==> src/rtl/mdp_pkg.sv <==
// Constants shared by the multi-port digital I/O block.
// Assumes a byte-addressed Avalon-MM bus, 32-bit data, one register a word.
package mdp_pkg;

  // Register byte addresses
  localparam logic [6:0] ADR_P0   = 7'h00;
  localparam logic [6:0] ADR_P2   = 7'h04;
  localparam logic [6:0] ADR_P4   = 7'h08;
  localparam logic [6:0] ADR_P5   = 7'h0c;
  localparam logic [6:0] ADR_P6   = 7'h10;
  localparam logic [6:0] ADR_P8   = 7'h14;
  localparam logic [6:0] ADR_P9   = 7'h18;
  localparam logic [6:0] ADR_PM0  = 7'h20;
  localparam logic [6:0] ADR_PM2  = 7'h24;
  localparam logic [6:0] ADR_PM4  = 7'h28;
  localparam logic [6:0] ADR_PM5  = 7'h2c;
  localparam logic [6:0] ADR_PM8  = 7'h30;
  localparam logic [6:0] ADR_PM9  = 7'h34;
  localparam logic [6:0] ADR_PU0  = 7'h40;
  localparam logic [6:0] ADR_PU1  = 7'h44;
  localparam logic [6:0] ADR_PU2  = 7'h48;
  localparam logic [6:0] ADR_CMP  = 7'h4c;

  // Field positions and implemented-bit masks
  localparam int         PU0_P0_BIT = 0;
  localparam int         PU0_P4_BIT = 4;
  localparam int         PU2_P8_LSB = 0;
  localparam int         PU2_P9_LSB = 4;
  localparam int         CMP_OD_BIT = 1;
  localparam logic [7:0] PU0_MASK   = 8'h11;
  localparam logic [7:0] PU2_MASK   = 8'h3f;

  // Reset values: direction all ones selects input everywhere
  localparam logic [7:0] DIR_RST    = 8'hff;
  localparam logic [7:0] LAT_RST    = 8'h00;
  localparam logic [7:0] PU_RST     = 8'h00;

  // Pin counts per port
  localparam int W_P0 = 4;
  localparam int W_P2 = 8;
  localparam int W_P4 = 8;
  localparam int W_P5 = 4;
  localparam int W_P6 = 7;
  localparam int W_P8 = 8;
  localparam int W_P9 = 4;

  // One control bit widened onto a pair of pins
  function automatic logic [7:0] mdp_pair(input logic [3:0] c);
    logic [7:0] r;
    r = 8'h00;
    for (int i = 0; i < 4; i++)
    begin
      r[2*i]   = c[i];
      r[2*i+1] = c[i];
    end
    return r;
  endfunction

endpackage

==> src/rtl/mdp_bus.sv <==
// Avalon-MM handshake for the port registers.
// Assumes the master holds its request until it sees waitrequest low.
module mdp_bus
  import mdp_pkg::*;
(
  input  wire logic clock,
  input  wire logic rst_n,
  input  wire logic read,
  input  wire logic write,
  output logic      waitrequest,
  output logic      rd_take,
  output logic      wr_commit
);

  // Every access answers one edge after it is seen; no refusal path
  always_ff @(posedge clock or negedge rst_n)
  begin
    if (!rst_n)
      waitrequest <= 1'b1;
    else if ((read || write) && waitrequest)
      waitrequest <= 1'b0;
    else
      waitrequest <= 1'b1;
  end

  // Read data is captured as the request is seen, write lands at release
  assign rd_take   = read && waitrequest;
  assign wr_commit = write && !waitrequest;

endmodule

==> src/rtl/mdp_port.sv <==
// One bidirectional port: output latch, direction bits, pad drivers.
// Assumes pin inputs already synchronous; pad outputs are registered.
module mdp_port
  import mdp_pkg::*;
#(
  parameter int W          = 8,
  parameter bit OPEN_DRAIN = 1'b0
)
(
  input  wire logic         clock,
  input  wire logic         rst_n,
  input  wire logic         wr_lat,
  input  wire logic         wr_dir,
  input  wire logic [W-1:0] wdata,
  input  wire logic [W-1:0] pin_i,
  input  wire logic [W-1:0] alt_sel,
  input  wire logic [W-1:0] alt_val,
  input  wire logic [W-1:0] od_sel,
  input  wire logic [W-1:0] pull_req,
  output logic      [W-1:0] lat_q,
  output logic      [W-1:0] dir_q,
  output logic      [W-1:0] rd_val,
  output logic      [W-1:0] pad_o,
  output logic      [W-1:0] pad_oe,
  output logic      [W-1:0] pad_pu
);

  logic [W-1:0] drv;
  logic [W-1:0] od;

  // Latch loads whatever the direction; direction resets to input
  always_ff @(posedge clock or negedge rst_n)
  begin
    if (!rst_n)
    begin
      lat_q <= LAT_RST[W-1:0];
      dir_q <= DIR_RST[W-1:0];
    end
    else
    begin
      if (wr_lat)
        lat_q <= wdata;
      if (wr_dir)
        dir_q <= wdata;
    end
  end

  // Peripheral value overrides the latch where a pin is shared
  assign drv    = (alt_sel & alt_val) | (~alt_sel & lat_q);
  assign od     = {W{OPEN_DRAIN}} | od_sel;
  assign rd_val = (dir_q & pin_i) | (~dir_q & lat_q);

  // Open-drain bits only ever pull low; pull-ups only while input
  always_ff @(posedge clock or negedge rst_n)
  begin
    if (!rst_n)
    begin
      pad_o  <= '0;
      pad_oe <= '0;
      pad_pu <= '0;
    end
    else
    begin
      pad_o  <= drv & ~od;
      pad_oe <= ~dir_q & (~od | ~drv);
      pad_pu <= pull_req & dir_q;
    end
  end

endmodule

==> src/rtl/mdp_top.sv <==
// Multi-port digital I/O bank with Avalon-MM register access.
// Assumes pins synchronous to clock; pad wire resolved outside the block.
//
// What this block does
// - Port 0 has four latched pins, each with its own direction bit.
// - Port 2 has eight latched pins, each with its own direction bit.
// - Port 0 input pull-ups switch together from one bit.
// - Each port 2 input pin has its own pull-up bit.
// - After reset every pin is an input with its driver off.
// - Port 5 pins only pull low or release; direction per pin.
// - Port 5 pull-ups are a build-time choice, not software.
// - Forty-three pins: seven input-only on port 6, thirty-six two-way.
// - Masked build gives thirty-two software pull-ups plus four fixed.
// - Reprogrammable build gives only the thirty-two software pull-ups.
// - Port 2 pins can be shared with serial, timer, interrupt functions.
// - Comparator output pin becomes open drain when its select is set.
// - Port 4 input pull-ups switch together as eight pins.
// - Ports 8 and 9 input pull-ups switch in pairs of pins.
// - Direction registers reset to all ones; writes update them.
// - A level change on a port 2 interrupt pin raises its request.
module mdp_top
  import mdp_pkg::*;
#(
  parameter bit         FLASH_BUILD = 1'b0,
  parameter logic [3:0] P5_MASK_PU  = 4'h0
)
(
  input  wire logic             clock,
  input  wire logic             rst_b,
  input  wire logic [6:0]       address,
  input  wire logic             read,
  input  wire logic             write,
  input  wire logic [3:0]       byteenable,
  input  wire logic [31:0]      writedata,
  output logic      [31:0]      readdata,
  output logic                  waitrequest,
  input  wire logic [W_P0-1:0]  p0_i,
  output logic      [W_P0-1:0]  p0_o,
  output logic      [W_P0-1:0]  p0_oe,
  output logic      [W_P0-1:0]  p0_pu,
  input  wire logic [W_P2-1:0]  p2_i,
  output logic      [W_P2-1:0]  p2_o,
  output logic      [W_P2-1:0]  p2_oe,
  output logic      [W_P2-1:0]  p2_pu,
  input  wire logic [W_P2-1:0]  p2_alt_sel,
  input  wire logic [W_P2-1:0]  p2_alt_val,
  output logic      [3:0]       intp_req,
  input  wire logic [W_P4-1:0]  p4_i,
  output logic      [W_P4-1:0]  p4_o,
  output logic      [W_P4-1:0]  p4_oe,
  output logic      [W_P4-1:0]  p4_pu,
  input  wire logic [W_P5-1:0]  p5_i,
  output logic      [W_P5-1:0]  p5_o,
  output logic      [W_P5-1:0]  p5_oe,
  output logic      [W_P5-1:0]  p5_pu,
  input  wire logic [W_P6-1:0]  p6_i,
  input  wire logic [W_P8-1:0]  p8_i,
  output logic      [W_P8-1:0]  p8_o,
  output logic      [W_P8-1:0]  p8_oe,
  output logic      [W_P8-1:0]  p8_pu,
  input  wire logic [W_P9-1:0]  p9_i,
  output logic      [W_P9-1:0]  p9_o,
  output logic      [W_P9-1:0]  p9_oe,
  output logic      [W_P9-1:0]  p9_pu
);

  logic [1:0]      rst_sync_q;
  logic            rst_n_q;
  logic            rd_take;
  logic            wr_commit;
  logic            wr_ok;
  logic [6:0]      adr;
  logic [7:0]      wbyte;
  logic [7:0]      rd_byte;
  logic [7:0]      pu0_q;
  logic [7:0]      pu1_q;
  logic [7:0]      pu2_q;
  logic            cmp_od_q;
  logic [3:0]      intp_prev_q;
  logic            intp_arm_q;
  logic [W_P0-1:0] p0_lat, p0_dir, p0_rd;
  logic [W_P2-1:0] p2_lat, p2_dir, p2_rd;
  logic [W_P4-1:0] p4_lat, p4_dir, p4_rd;
  logic [W_P5-1:0] p5_lat, p5_dir, p5_rd;
  logic [W_P8-1:0] p8_lat, p8_dir, p8_rd;
  logic [W_P9-1:0] p9_lat, p9_dir, p9_rd;
  logic [7:0]      p8_pull;
  logic [7:0]      p9_pull;

  // Two-flop reset release; the rest of the design uses this copy
  always_ff @(posedge clock or negedge rst_b)
  begin
    if (!rst_b)
      rst_sync_q <= 2'b00;
    else
      rst_sync_q <= {rst_sync_q[0], 1'b1};
  end
  assign rst_n_q = rst_sync_q[1];

  mdp_bus u_bus (
    .clock       (clock),
    .rst_n       (rst_n_q),
    .read        (read),
    .write       (write),
    .waitrequest (waitrequest),
    .rd_take     (rd_take),
    .wr_commit   (wr_commit)
  );

  // Only lane 0 carries data; other lanes alone write nothing
  assign adr   = {address[6:2], 2'b00};
  assign wbyte = writedata[7:0];
  assign wr_ok = wr_commit && byteenable[0];

  // Pull-up control words
  always_ff @(posedge clock or negedge rst_n_q)
  begin
    if (!rst_n_q)
    begin
      pu0_q    <= PU_RST;
      pu1_q    <= PU_RST;
      pu2_q    <= PU_RST;
      cmp_od_q <= 1'b0;
    end
    else if (wr_ok)
    begin
      if (adr == ADR_PU0)
        pu0_q <= wbyte & PU0_MASK;
      if (adr == ADR_PU1)
        pu1_q <= wbyte;
      if (adr == ADR_PU2)
        pu2_q <= wbyte & PU2_MASK;
      if (adr == ADR_CMP)
        cmp_od_q <= wbyte[CMP_OD_BIT];
    end
  end

  // Pairs of pins share one bit on ports 8 and 9
  assign p8_pull = mdp_pair(pu2_q[PU2_P8_LSB +: 4]);
  assign p9_pull = mdp_pair({2'b00, pu2_q[PU2_P9_LSB +: 2]});

  // Port 0: one group pull-up bit
  mdp_port #(.W(W_P0), .OPEN_DRAIN(1'b0)) u_p0 (
    .clock    (clock),
    .rst_n    (rst_n_q),
    .wr_lat   (wr_ok && adr == ADR_P0),
    .wr_dir   (wr_ok && adr == ADR_PM0),
    .wdata    (wbyte[W_P0-1:0]),
    .pin_i    (p0_i),
    .alt_sel  ('0),
    .alt_val  ('0),
    .od_sel   ('0),
    .pull_req ({W_P0{pu0_q[PU0_P0_BIT]}}),
    .lat_q    (p0_lat),
    .dir_q    (p0_dir),
    .rd_val   (p0_rd),
    .pad_o    (p0_o),
    .pad_oe   (p0_oe),
    .pad_pu   (p0_pu)
  );

  // Port 2: per-pin pull-ups, shared functions, comparator open drain
  mdp_port #(.W(W_P2), .OPEN_DRAIN(1'b0)) u_p2 (
    .clock    (clock),
    .rst_n    (rst_n_q),
    .wr_lat   (wr_ok && adr == ADR_P2),
    .wr_dir   (wr_ok && adr == ADR_PM2),
    .wdata    (wbyte),
    .pin_i    (p2_i),
    .alt_sel  (p2_alt_sel),
    .alt_val  (p2_alt_val),
    .od_sel   ({4'h0, cmp_od_q, 3'h0}),
    .pull_req (pu1_q),
    .lat_q    (p2_lat),
    .dir_q    (p2_dir),
    .rd_val   (p2_rd),
    .pad_o    (p2_o),
    .pad_oe   (p2_oe),
    .pad_pu   (p2_pu)
  );

  // Port 4: one group pull-up bit for all eight
  mdp_port #(.W(W_P4), .OPEN_DRAIN(1'b0)) u_p4 (
    .clock    (clock),
    .rst_n    (rst_n_q),
    .wr_lat   (wr_ok && adr == ADR_P4),
    .wr_dir   (wr_ok && adr == ADR_PM4),
    .wdata    (wbyte),
    .pin_i    (p4_i),
    .alt_sel  ('0),
    .alt_val  ('0),
    .od_sel   ('0),
    .pull_req ({W_P4{pu0_q[PU0_P4_BIT]}}),
    .lat_q    (p4_lat),
    .dir_q    (p4_dir),
    .rd_val   (p4_rd),
    .pad_o    (p4_o),
    .pad_oe   (p4_oe),
    .pad_pu   (p4_pu)
  );

  // Port 5: open drain; pull-up fixed at build, none in flash build
  mdp_port #(.W(W_P5), .OPEN_DRAIN(1'b1)) u_p5 (
    .clock    (clock),
    .rst_n    (rst_n_q),
    .wr_lat   (wr_ok && adr == ADR_P5),
    .wr_dir   (wr_ok && adr == ADR_PM5),
    .wdata    (wbyte[W_P5-1:0]),
    .pin_i    (p5_i),
    .alt_sel  ('0),
    .alt_val  ('0),
    .od_sel   ('0),
    .pull_req (FLASH_BUILD ? 4'h0 : P5_MASK_PU),
    .lat_q    (p5_lat),
    .dir_q    (p5_dir),
    .rd_val   (p5_rd),
    .pad_o    (p5_o),
    .pad_oe   (p5_oe),
    .pad_pu   (p5_pu)
  );

  // Port 8: pull-ups in pairs
  mdp_port #(.W(W_P8), .OPEN_DRAIN(1'b0)) u_p8 (
    .clock    (clock),
    .rst_n    (rst_n_q),
    .wr_lat   (wr_ok && adr == ADR_P8),
    .wr_dir   (wr_ok && adr == ADR_PM8),
    .wdata    (wbyte),
    .pin_i    (p8_i),
    .alt_sel  ('0),
    .alt_val  ('0),
    .od_sel   ('0),
    .pull_req (p8_pull),
    .lat_q    (p8_lat),
    .dir_q    (p8_dir),
    .rd_val   (p8_rd),
    .pad_o    (p8_o),
    .pad_oe   (p8_oe),
    .pad_pu   (p8_pu)
  );

  // Port 9: pull-ups in pairs
  mdp_port #(.W(W_P9), .OPEN_DRAIN(1'b0)) u_p9 (
    .clock    (clock),
    .rst_n    (rst_n_q),
    .wr_lat   (wr_ok && adr == ADR_P9),
    .wr_dir   (wr_ok && adr == ADR_PM9),
    .wdata    (wbyte[W_P9-1:0]),
    .pin_i    (p9_i),
    .alt_sel  ('0),
    .alt_val  ('0),
    .od_sel   ('0),
    .pull_req (p9_pull[W_P9-1:0]),
    .lat_q    (p9_lat),
    .dir_q    (p9_dir),
    .rd_val   (p9_rd),
    .pad_o    (p9_o),
    .pad_oe   (p9_oe),
    .pad_pu   (p9_pu)
  );

  // Read mux; port 6 is input only, unmapped reads give zero
  always_comb
  begin
    case (adr)
      ADR_P0:  rd_byte = {4'h0, p0_rd};
      ADR_P2:  rd_byte = p2_rd;
      ADR_P4:  rd_byte = p4_rd;
      ADR_P5:  rd_byte = {4'h0, p5_rd};
      ADR_P6:  rd_byte = {1'b0, p6_i};
      ADR_P8:  rd_byte = p8_rd;
      ADR_P9:  rd_byte = {4'h0, p9_rd};
      ADR_PM0: rd_byte = {4'hf, p0_dir};
      ADR_PM2: rd_byte = p2_dir;
      ADR_PM4: rd_byte = p4_dir;
      ADR_PM5: rd_byte = {4'hf, p5_dir};
      ADR_PM8: rd_byte = p8_dir;
      ADR_PM9: rd_byte = {4'hf, p9_dir};
      ADR_PU0: rd_byte = pu0_q;
      ADR_PU1: rd_byte = pu1_q;
      ADR_PU2: rd_byte = pu2_q;
      ADR_CMP: rd_byte = {6'h00, cmp_od_q, 1'b0};
      default: rd_byte = 8'h00;
    endcase
  end

  // Read data captured as the request is seen, held until the next read
  always_ff @(posedge clock or negedge rst_n_q)
  begin
    if (!rst_n_q)
      readdata <= 32'h0000_0000;
    else if (rd_take)
      readdata <= {24'h00_0000, rd_byte};
  end

  // Edge on an interrupt pin, driven or not, raises a one-cycle request
  // Held off one cycle after reset: a pin idling high is not an edge
  always_ff @(posedge clock or negedge rst_n_q)
  begin
    if (!rst_n_q)
    begin
      intp_arm_q  <= 1'b0;
      intp_prev_q <= 4'h0;
      intp_req    <= 4'h0;
    end
    else
    begin
      intp_arm_q  <= 1'b1;
      intp_prev_q <= p2_i[7:4];
      intp_req    <= intp_arm_q ? (p2_i[7:4] ^ intp_prev_q)
                                : 4'h0;
    end
  end
endmodule

==> config.mk <==
export PLATFORM = sky130hd
export DESIGN_NAME = mdp_top
export DESIGN_NICKNAME = d
export VERILOG_FILES = /design/src/rtl/mdp_pkg.sv /design/src/rtl/mdp_bus.sv /design/src/rtl/mdp_port.sv /design/src/rtl/mdp_top.sv
export SDC_FILE = /design/constraint.sdc
export NUM_CORES = 1
export LEC_CHECK = 0
export ABC_AREA = 0
export ABC_CLOCK_PERIOD_IN_PS = 7200
export BUFFER_PORTS_ARGS = -buffer_cell sky130_fd_sc_hd__buf_2
export CAP_MARGIN = 30
export CORE_MARGIN = 1
export CORE_UTILIZATION = 30
export DETAILED_ROUTE_END_ITERATION = 6
export HOLD_SLACK_MARGIN = 0.05
export PLACE_DENSITY = 0.5
export SLEW_MARGIN = 20
export SYNTH_ARGS = -nofsm -noshare
export SYNTH_HDL_FRONTEND = slang
export SYNTH_SLANG_ARGS = --single-unit
export TNS_END_PERCENT = 50
==> constraint.sdc <==
create_clock -name clock -period 7.2 [get_ports clock]
set_input_delay 1.08 -clock clock [delete_from_list [all_inputs] [get_ports clock]]
set_output_delay 1.08 -clock clock [all_outputs]
set_load 0.005 [all_outputs]
==> reports/summary.txt, run 1 <==
DRT antenna net count - 0
Post-CTS repair timing setup buffer count - 0
MaxCap Viol Count - 0
Vias after detailed routing - 5736
Layout Area Growth over Synthesis - 24.9%
Sw frac - 24.2%
GRT Resource Usage Total - 16.9%
Min-Delay Path Class - primary input to asynchronous set/reset pin
CP startpoint kind - primary input
Internal - 2230 µW
Remaining DRCs - 0
Most frequent cells in the layout - 189 x buf_2, 171 x dfrtp_1, 81 x mux2_2, 37 x nand2_1, 37 x dfstp_2
IO Count - 251
Final-report setup violation count - 0
FFs w/ async S/R, synth - 100%
Pwr/cell area - 275 nW/µm²
IO buf count - 189
Final hold slack - 0.342 ns
EDFF count, synth - 0
Clock latency on the worst-skew pair - 0.52 ns
Vias/cell - 4.56
Outcome - finished, final reports clean
Worst path max stage delay - 0.61 ns
Lkg Pwr - 0.00523 µW
DRT Pass-1 Iters - 4
Synth area leader - dfrtp_1
Synth Area per Inst - 12.9 µm²
Slowest-stage cell, CP - or2_1
Critical Path, Cell by Cell - buf_2 > nor2_2 > nand4_1 > or2_1 > mux2_2
Setup TNS - 0 ns
Nets - 968
H-tree Lvls - 1
First-pass GRT wire length - 36400 µm
Largest net degree at the start of global routing - 53
Worst slew pin tran - 0.872 ns
FP Rows - 61
Initial antenna violation count - 1
Clock sink count - 209
Mapped Area - 8560 µm²
Clk slew on worst S/H paths - 0.06 ns
Final hold viol count - 0
Library cells used by synthesis - 66
Initial DRC count - 343
Ys Warns - 0
Top-area cell type share of the netlist area - 50.3%
Die width - 171 µm
Post-cts hold buffer count - 0
Die footprint - 29200 µm²
Peak VDD IR - 181 µV
Congestion Overflow GR - 0
Top post-synthesis cells by area - dfrtp_1 50%, dfstp_2 11%, mux2_2 11%
Final worst-path cycle share - 39.3%
Critical path peak fanout - 18
Die height - 171 µm
Inserted Diodes - 0
Clock group share of total power - 43.9%
Fmax - 354 MHz
Root buffer cell - clkbuf_16
Number of buffers created by CTS - 24
Relative max-transition margin - 41.7%
Reg area - 5280 µm²
CP arrival - 3.23 ns
Ys flop type - dfrtp_1
Max Buffers Root-to-Sink - 3
Filler instances - 2776
Layout cells sized above 1 - 42.3%
Slew Viols, Final - 0
Worst Path Required - 7.60 ns
Max Clock Skew - 0.0171 ns
Area of the multi-input gates - 2920 µm²
Core footprint - 27900 µm²
Sequential share of power - 46.6%
Worst setup EP type - register
RSZ-0062 raised after global routing - no
Most common cell after layout, fill and taps aside - buf_2
Seq/Total Area, Yosys - 61.6%
Switch Pwr - 712 µW
Total routed wirelength - 24700 µm
Initial Util - 30.7%
Syn Inst Count - 663
CTS tree - done
Gpl congestion - 0.895
Dpl hpwl - 18300 µm
Logic pwr share - 9.6%
#FFs+latches synth - 209
Critical path type - primary input to register
Avg WL per Cell - 19.6 µm
Post-cts sizing count - 0
Vias in the first global route - 5606
Period minus WS final - 2.83 ns
[kinds of logic (layout without fill, tap and decap cells)]
family / count (synthesis) / in the layout / synth area share, %
AOI/OAI and AO/OA: 99 / 99 / 7.93
xor gates and xnor gates: 5 / 5 / 0.511
buffers and inverters: 90 / 275 / 5.67
DFF: 209 / 209 / 61.6
muxes: 111 / 111 / 14.2
other: 2 / 34 / 0.0877
and+or+nand+nor: 147 / 147 / 9.98
[power by group through the flow]
stage                     Sequential (µW)  Combinational (µW)  Clock, µW
final                                1370                 282       1290
after global routing                 1390                 313       1380
after CTS                            1370                 288       1330
after detailed placement             1390                 287          0
after global placement               1390                 281          0
after floorplan                      1390                 143          0
[cell usage after synthesis, types with 4 or more instances]
library cell	number
a31oi_1	7
buf_4	35
o2bb2ai_1	7
nand4_1	4
mux2_1	4
inv_1	35
nand2b_1	4
and2_1	36
and3_1	4
nand3_1	7
o21ai_0	32
buf_2	7
nor3_1	4
dfrtp_1	172
mux2_2	81
nand2_1	37
clkbuf_1	12
nor4_1	5
dfstp_2	37
mux2i_1	26
nor2_1	17
a21oi_1	13
xor2_1	5
a22o_1	6
nor3_2	4
[metal layers]
layer  up-vias  share of wire (%)  track usage [%]
met4         2                2.3             4.35
met1      2840                 48             24.2
met5         -              0.045                0
met2       201                 45             26.4
met3        40                4.9             2.89
li1       2653                  -                -
[worst paths after layout]
| check | start | endpoint | slack (ns) | depth (start not counted) |
|---|---|---|---|---|
| max reg2reg | u_bus.waitrequest$_DFF_PN1_ | readdata[2]$_DFFE_PN0P_ | 5.22 | 5 |
| min | rst_b | rst_sync_q[1]$_DFF_PN0_ | 0.34 | 1 |
| min in group clock | rst_sync_q[0]$_DFF_PN0_ | rst_sync_q[1]$_DFF_PN0_ | 0.35 | 0 |
| min reg2reg | rst_sync_q[1]$_DFF_PN0_ | u_p5.lat_q[1]$_DFFE_PN0P_ | 0.34 | 0 |
| max in group asynchronous | rst_sync_q[1]$_DFF_PN0_ | u_p4.dir_q[7]$_DFFE_PN1P_ | 5.64 | 2 |
| max | address[6] | u_p8.lat_q[4]$_DFFE_PN0P_ | 4.37 | 5 |
[metrics by stage]
step	utilization (%)	cell area [µm²]	instances	setup WS, ns	power, µW
4_1_cts	38.3	10700	1258	4.35	2990
2_1_floorplan	-	8680	695	1.01	1530
3_5_place_dp	35.3	9850	1214	3.80	1680
3_3_place_gp	35.0	9780	1211	3.81	1670
5_1_grt	38.3	10700	1258	4.21	3080
6_report	38.3	10700	1258	4.37	2950
[cell type report]
class                   instances  area share, %
clock inverters                11           1.51
flip-flops and latches        209           49.4
multi-input cells             396           27.3
inverters                      35           1.23
well taps                     378           4.42
repair buffers                196           9.74
clock buffers                  33           6.41
[worst max-delay path, delay by kind of cell]
family	cells	cell delay [ns]
muxes	1	0.35
and+or+nand+nor	3	1.58
buffers and inverters	1	0.21
(Power assumes the default switching activity.)
==> run 2, diff against run 1 <==
--- a/config.mk
+++ b/config.mk
@@ -6,14 +6,14 @@
 export NUM_CORES = 1
 export LEC_CHECK = 0
 export ABC_AREA = 0
-export ABC_CLOCK_PERIOD_IN_PS = 7200
+export ABC_CLOCK_PERIOD_IN_PS = 2290
 export BUFFER_PORTS_ARGS = -buffer_cell sky130_fd_sc_hd__buf_2
 export CAP_MARGIN = 30
 export CORE_MARGIN = 1
 export CORE_UTILIZATION = 30
 export DETAILED_ROUTE_END_ITERATION = 6
 export HOLD_SLACK_MARGIN = 0.05
-export PLACE_DENSITY = 0.5
+export PLACE_DENSITY = 0.52
 export SLEW_MARGIN = 20
 export SYNTH_ARGS = -nofsm -noshare
 export SYNTH_HDL_FRONTEND = slang
==> constraint.sdc (replaced) <==
create_clock -name clock -period 2.29 [get_ports clock]
set_input_delay 0.3435 -clock clock [delete_from_list [all_inputs] [get_ports clock]]
set_output_delay 0.3435 -clock clock [all_outputs]
set_load 0.005 [all_outputs]
==> run 2 against run 1 <==
Compared with the run above: count of clock-buffer cells in the layout is 1 lower; largest cell class unchanged; core utilization is 0.93 points higher; register-to-register slack worse by 4.9 ns; worst hold slack worse by 0.27 ns; clock power rose to 3.0 times the previous value; combinational power grew to 3.3 times the previous value; power increased to 3.1 times the previous value; critical endpoint is now u_p4.lat_q[7]$_DFFE_PN0P_.
==> reports/summary.txt, run 2 (synthesized netlist as in run 1, its figures left out) <==
Outcome - finished, final reports clean
Lkg Pwr - 0.00540 µW (+3.2%)
Fmax - 504 MHz
Pwr/cell area - 827 nW/µm² (+200%)
Critical path startpoint - write
Slew Viols, Final - 0 (unchanged)
IO Count - 251 (unchanged)
Number of buffers created by CTS - 24 (unchanged)
Worst setup EP type - register
Min-Delay Path Class - primary input to register
Final hold viol count - 0 (unchanged)
CP startpoint kind - primary input
RSZ-0062 raised after global routing - no
Initial DRC count - 284 (-17%)
Critical Path, Cell by Cell - dlygate4sd3_1 > buf_2 > and3b_1 > nand2_1 > mux2_2
DRT Pass-1 Iters - 4 (unchanged)
Inserted Diodes - 0 (unchanged)
Die height - 171 µm (unchanged)
Final worst-path cycle share - 86.7%
IO buf count - 189 (unchanged)
Initial Util - 30.7% (unchanged)
Avg WL per Cell - 19.1 µm (-2.7%)
Clock latency on the worst-skew pair - 0.52 ns (about the same)
Final-report setup violation count - 0 (unchanged)
Peak VDD IR - 427 µV (+140%)
Hold path start - p2_alt_val[2]
Die width - 171 µm (unchanged)
Most common cell after layout, fill and taps aside - buf_2
Setup ws final - 0.305 ns (-4.07 ns)
Worst Path Required - 2.68 ns (-4.92 ns)
Nets - 1007 (+4.0%)
Worst path max stage delay - 0.54 ns (-0.07 ns)
Final Instance Area - 11000 µm² (+2.4%)
Period minus WS final - 1.99 ns
Setup TNS - 0 ns (unchanged)
DRT antenna net count - 0 (unchanged)
Layout cells sized above 1 - 43.7% (+1.5 points)
Critical R2R Launch - u_p8.dir_q[5]$_DFFE_PN1P_
Die footprint - 29200 µm² (unchanged)
Reg area - 5280 µm² (unchanged)
Root buffer cell - clkbuf_16
Worst slew pin tran - 0.608 ns (-0.264 ns)
Core footprint - 27900 µm² (unchanged)
Clk slew on worst S/H paths - 0.06 ns (about the same)
Layout Area Growth over Synthesis - 27.9%
Remaining DRCs - 0 (unchanged)
First-pass GRT wire length - 36400 µm (about the same)
Relative max-transition margin - 59.2% (+17 points)
R2r setup slk - 0.32 ns (-4.90 ns)
Critical path peak fanout - 9 (-9)
Filler instances - 2740 (-1.3%)
Slowest-stage cell, CP - and3b_1
Total routed wirelength - 24800 µm (+0.34%)
MaxCap Viol Count - 0 (unchanged)
Critical path type - primary input to register
Most frequent cells in the layout - 189 x buf_2, 171 x dfrtp_1, 81 x mux2_2, 37 x nand2_1, 37 x dfstp_2
GRT Resource Usage Total - 16.9% (-0.078 points)
Gpl congestion - 0.892 (-0.41%)
Vias/cell - 4.50 (-1.3%)
Core Util, Final - 39.2% (+0.93 points)
FP Rows - 61 (unchanged)
Congestion Overflow GR - 0 (unchanged)
Dpl hpwl - 18400 µm (+0.99%)
CTS tree - done
Initial antenna violation count - 0 (-1)
Placed Instance Area - 10000 µm² (+1.9%)
H-tree Lvls - 1 (unchanged)
Area of the multi-input gates - 2920 µm² (unchanged)
Setup slack at placement - 0.115 ns (-3.69 ns)
Vias in the first global route - 5790 (+3.3%)
Vias after detailed routing - 5835 (+1.7%)
Largest net degree at the start of global routing - 99 (+87%)
Clock sink count - 209 (unchanged)
Max Buffers Root-to-Sink - 3 (unchanged)
Max Clock Skew - 0.0160 ns (-0.00111 ns)
CP arrival - 2.38 ns (-0.85 ns)
run 2: cell count changes in the layout (fill, tap and decap cells not counted), moves of 2 or more:
cell,previous run,this run
buf_4,4,32
dlygate4sd3_1,0,12
bufinv_16,4,1
clkbuf_1,5,2
buf_12,0,2
buf_16,2,0
clkbuf_8,3,5
clkinv_2,5,7
inv_6,1,3
run 2: final timing paths:
check                      cells past startpoint                         to
max in group asynchronous                      1   u_p4.pad_pu[4]$_DFF_PN0_
max                                            5  u_p4.lat_q[7]$_DFFE_PN0P_
max reg2reg                                    5    readdata[5]$_DFFE_PN0P_
min reg2reg                                    0    readdata[1]$_DFFE_PN0P_
min in group asynchronous                      2    rst_sync_q[1]$_DFF_PN0_
min                                            2    u_p2.pad_o[2]$_DFF_PN0_
run 2: power breakdown:
part	switching, µW	total, µW	internal, µW
Clock	1540	3810	2280
Combinational	495	935	441
Sequential	244	4310	4070
run 2: area by class of cell:
type                    instances  share of cell area [%]
flip-flops and latches        209                    48.2
multi-input cells             396                    26.7
repair buffers                235                    12.3
clock buffers                  32                    6.41
well taps                     378                    4.32
inverters                      35                    1.20
clock inverters                12                   0.914
run 2: critical path, delay by kind of cell:
kind          cells  cell delay [ns]
buf+inv           2             0.65
mux               1             0.39
simple gates      2             0.99
run 2: timing repair:
action	4_1_cts	5_1_grt
gates resized for setup	0	0
hold buffers	12	0
endpoints found under the setup margin	0	0
endpoints found under the hold margin	12	0
buffers inserted	0	0
run 2: metrics by stage:
step | total power (µW) | hold WS (ns) | cells
2_1_floorplan | 4810 | 0.0479 | 695
3_3_place_gp | 5300 | 0.129 | 1241
3_5_place_dp | 5310 | 0.132 | 1241
4_1_cts | 9190 | 0.0509 | 1297
5_1_grt | 9460 | 0.0536 | 1297
6_report | 9060 | 0.0672 | 1297
run 2: routing by layer:
| layer | up-vias | wire length [µm] | global-route usage [%] |
|---|---|---|---|
| li1 | 2728 | - | - |
| met1 | 2874 | 11700 | 24.0 |
| met2 | 195 | 11300 | 26.5 |
| met3 | 38 | 1310 | 2.87 |
| met4 | 0 | 470 | 4.23 |
| met5 | - | 0 | 0 |
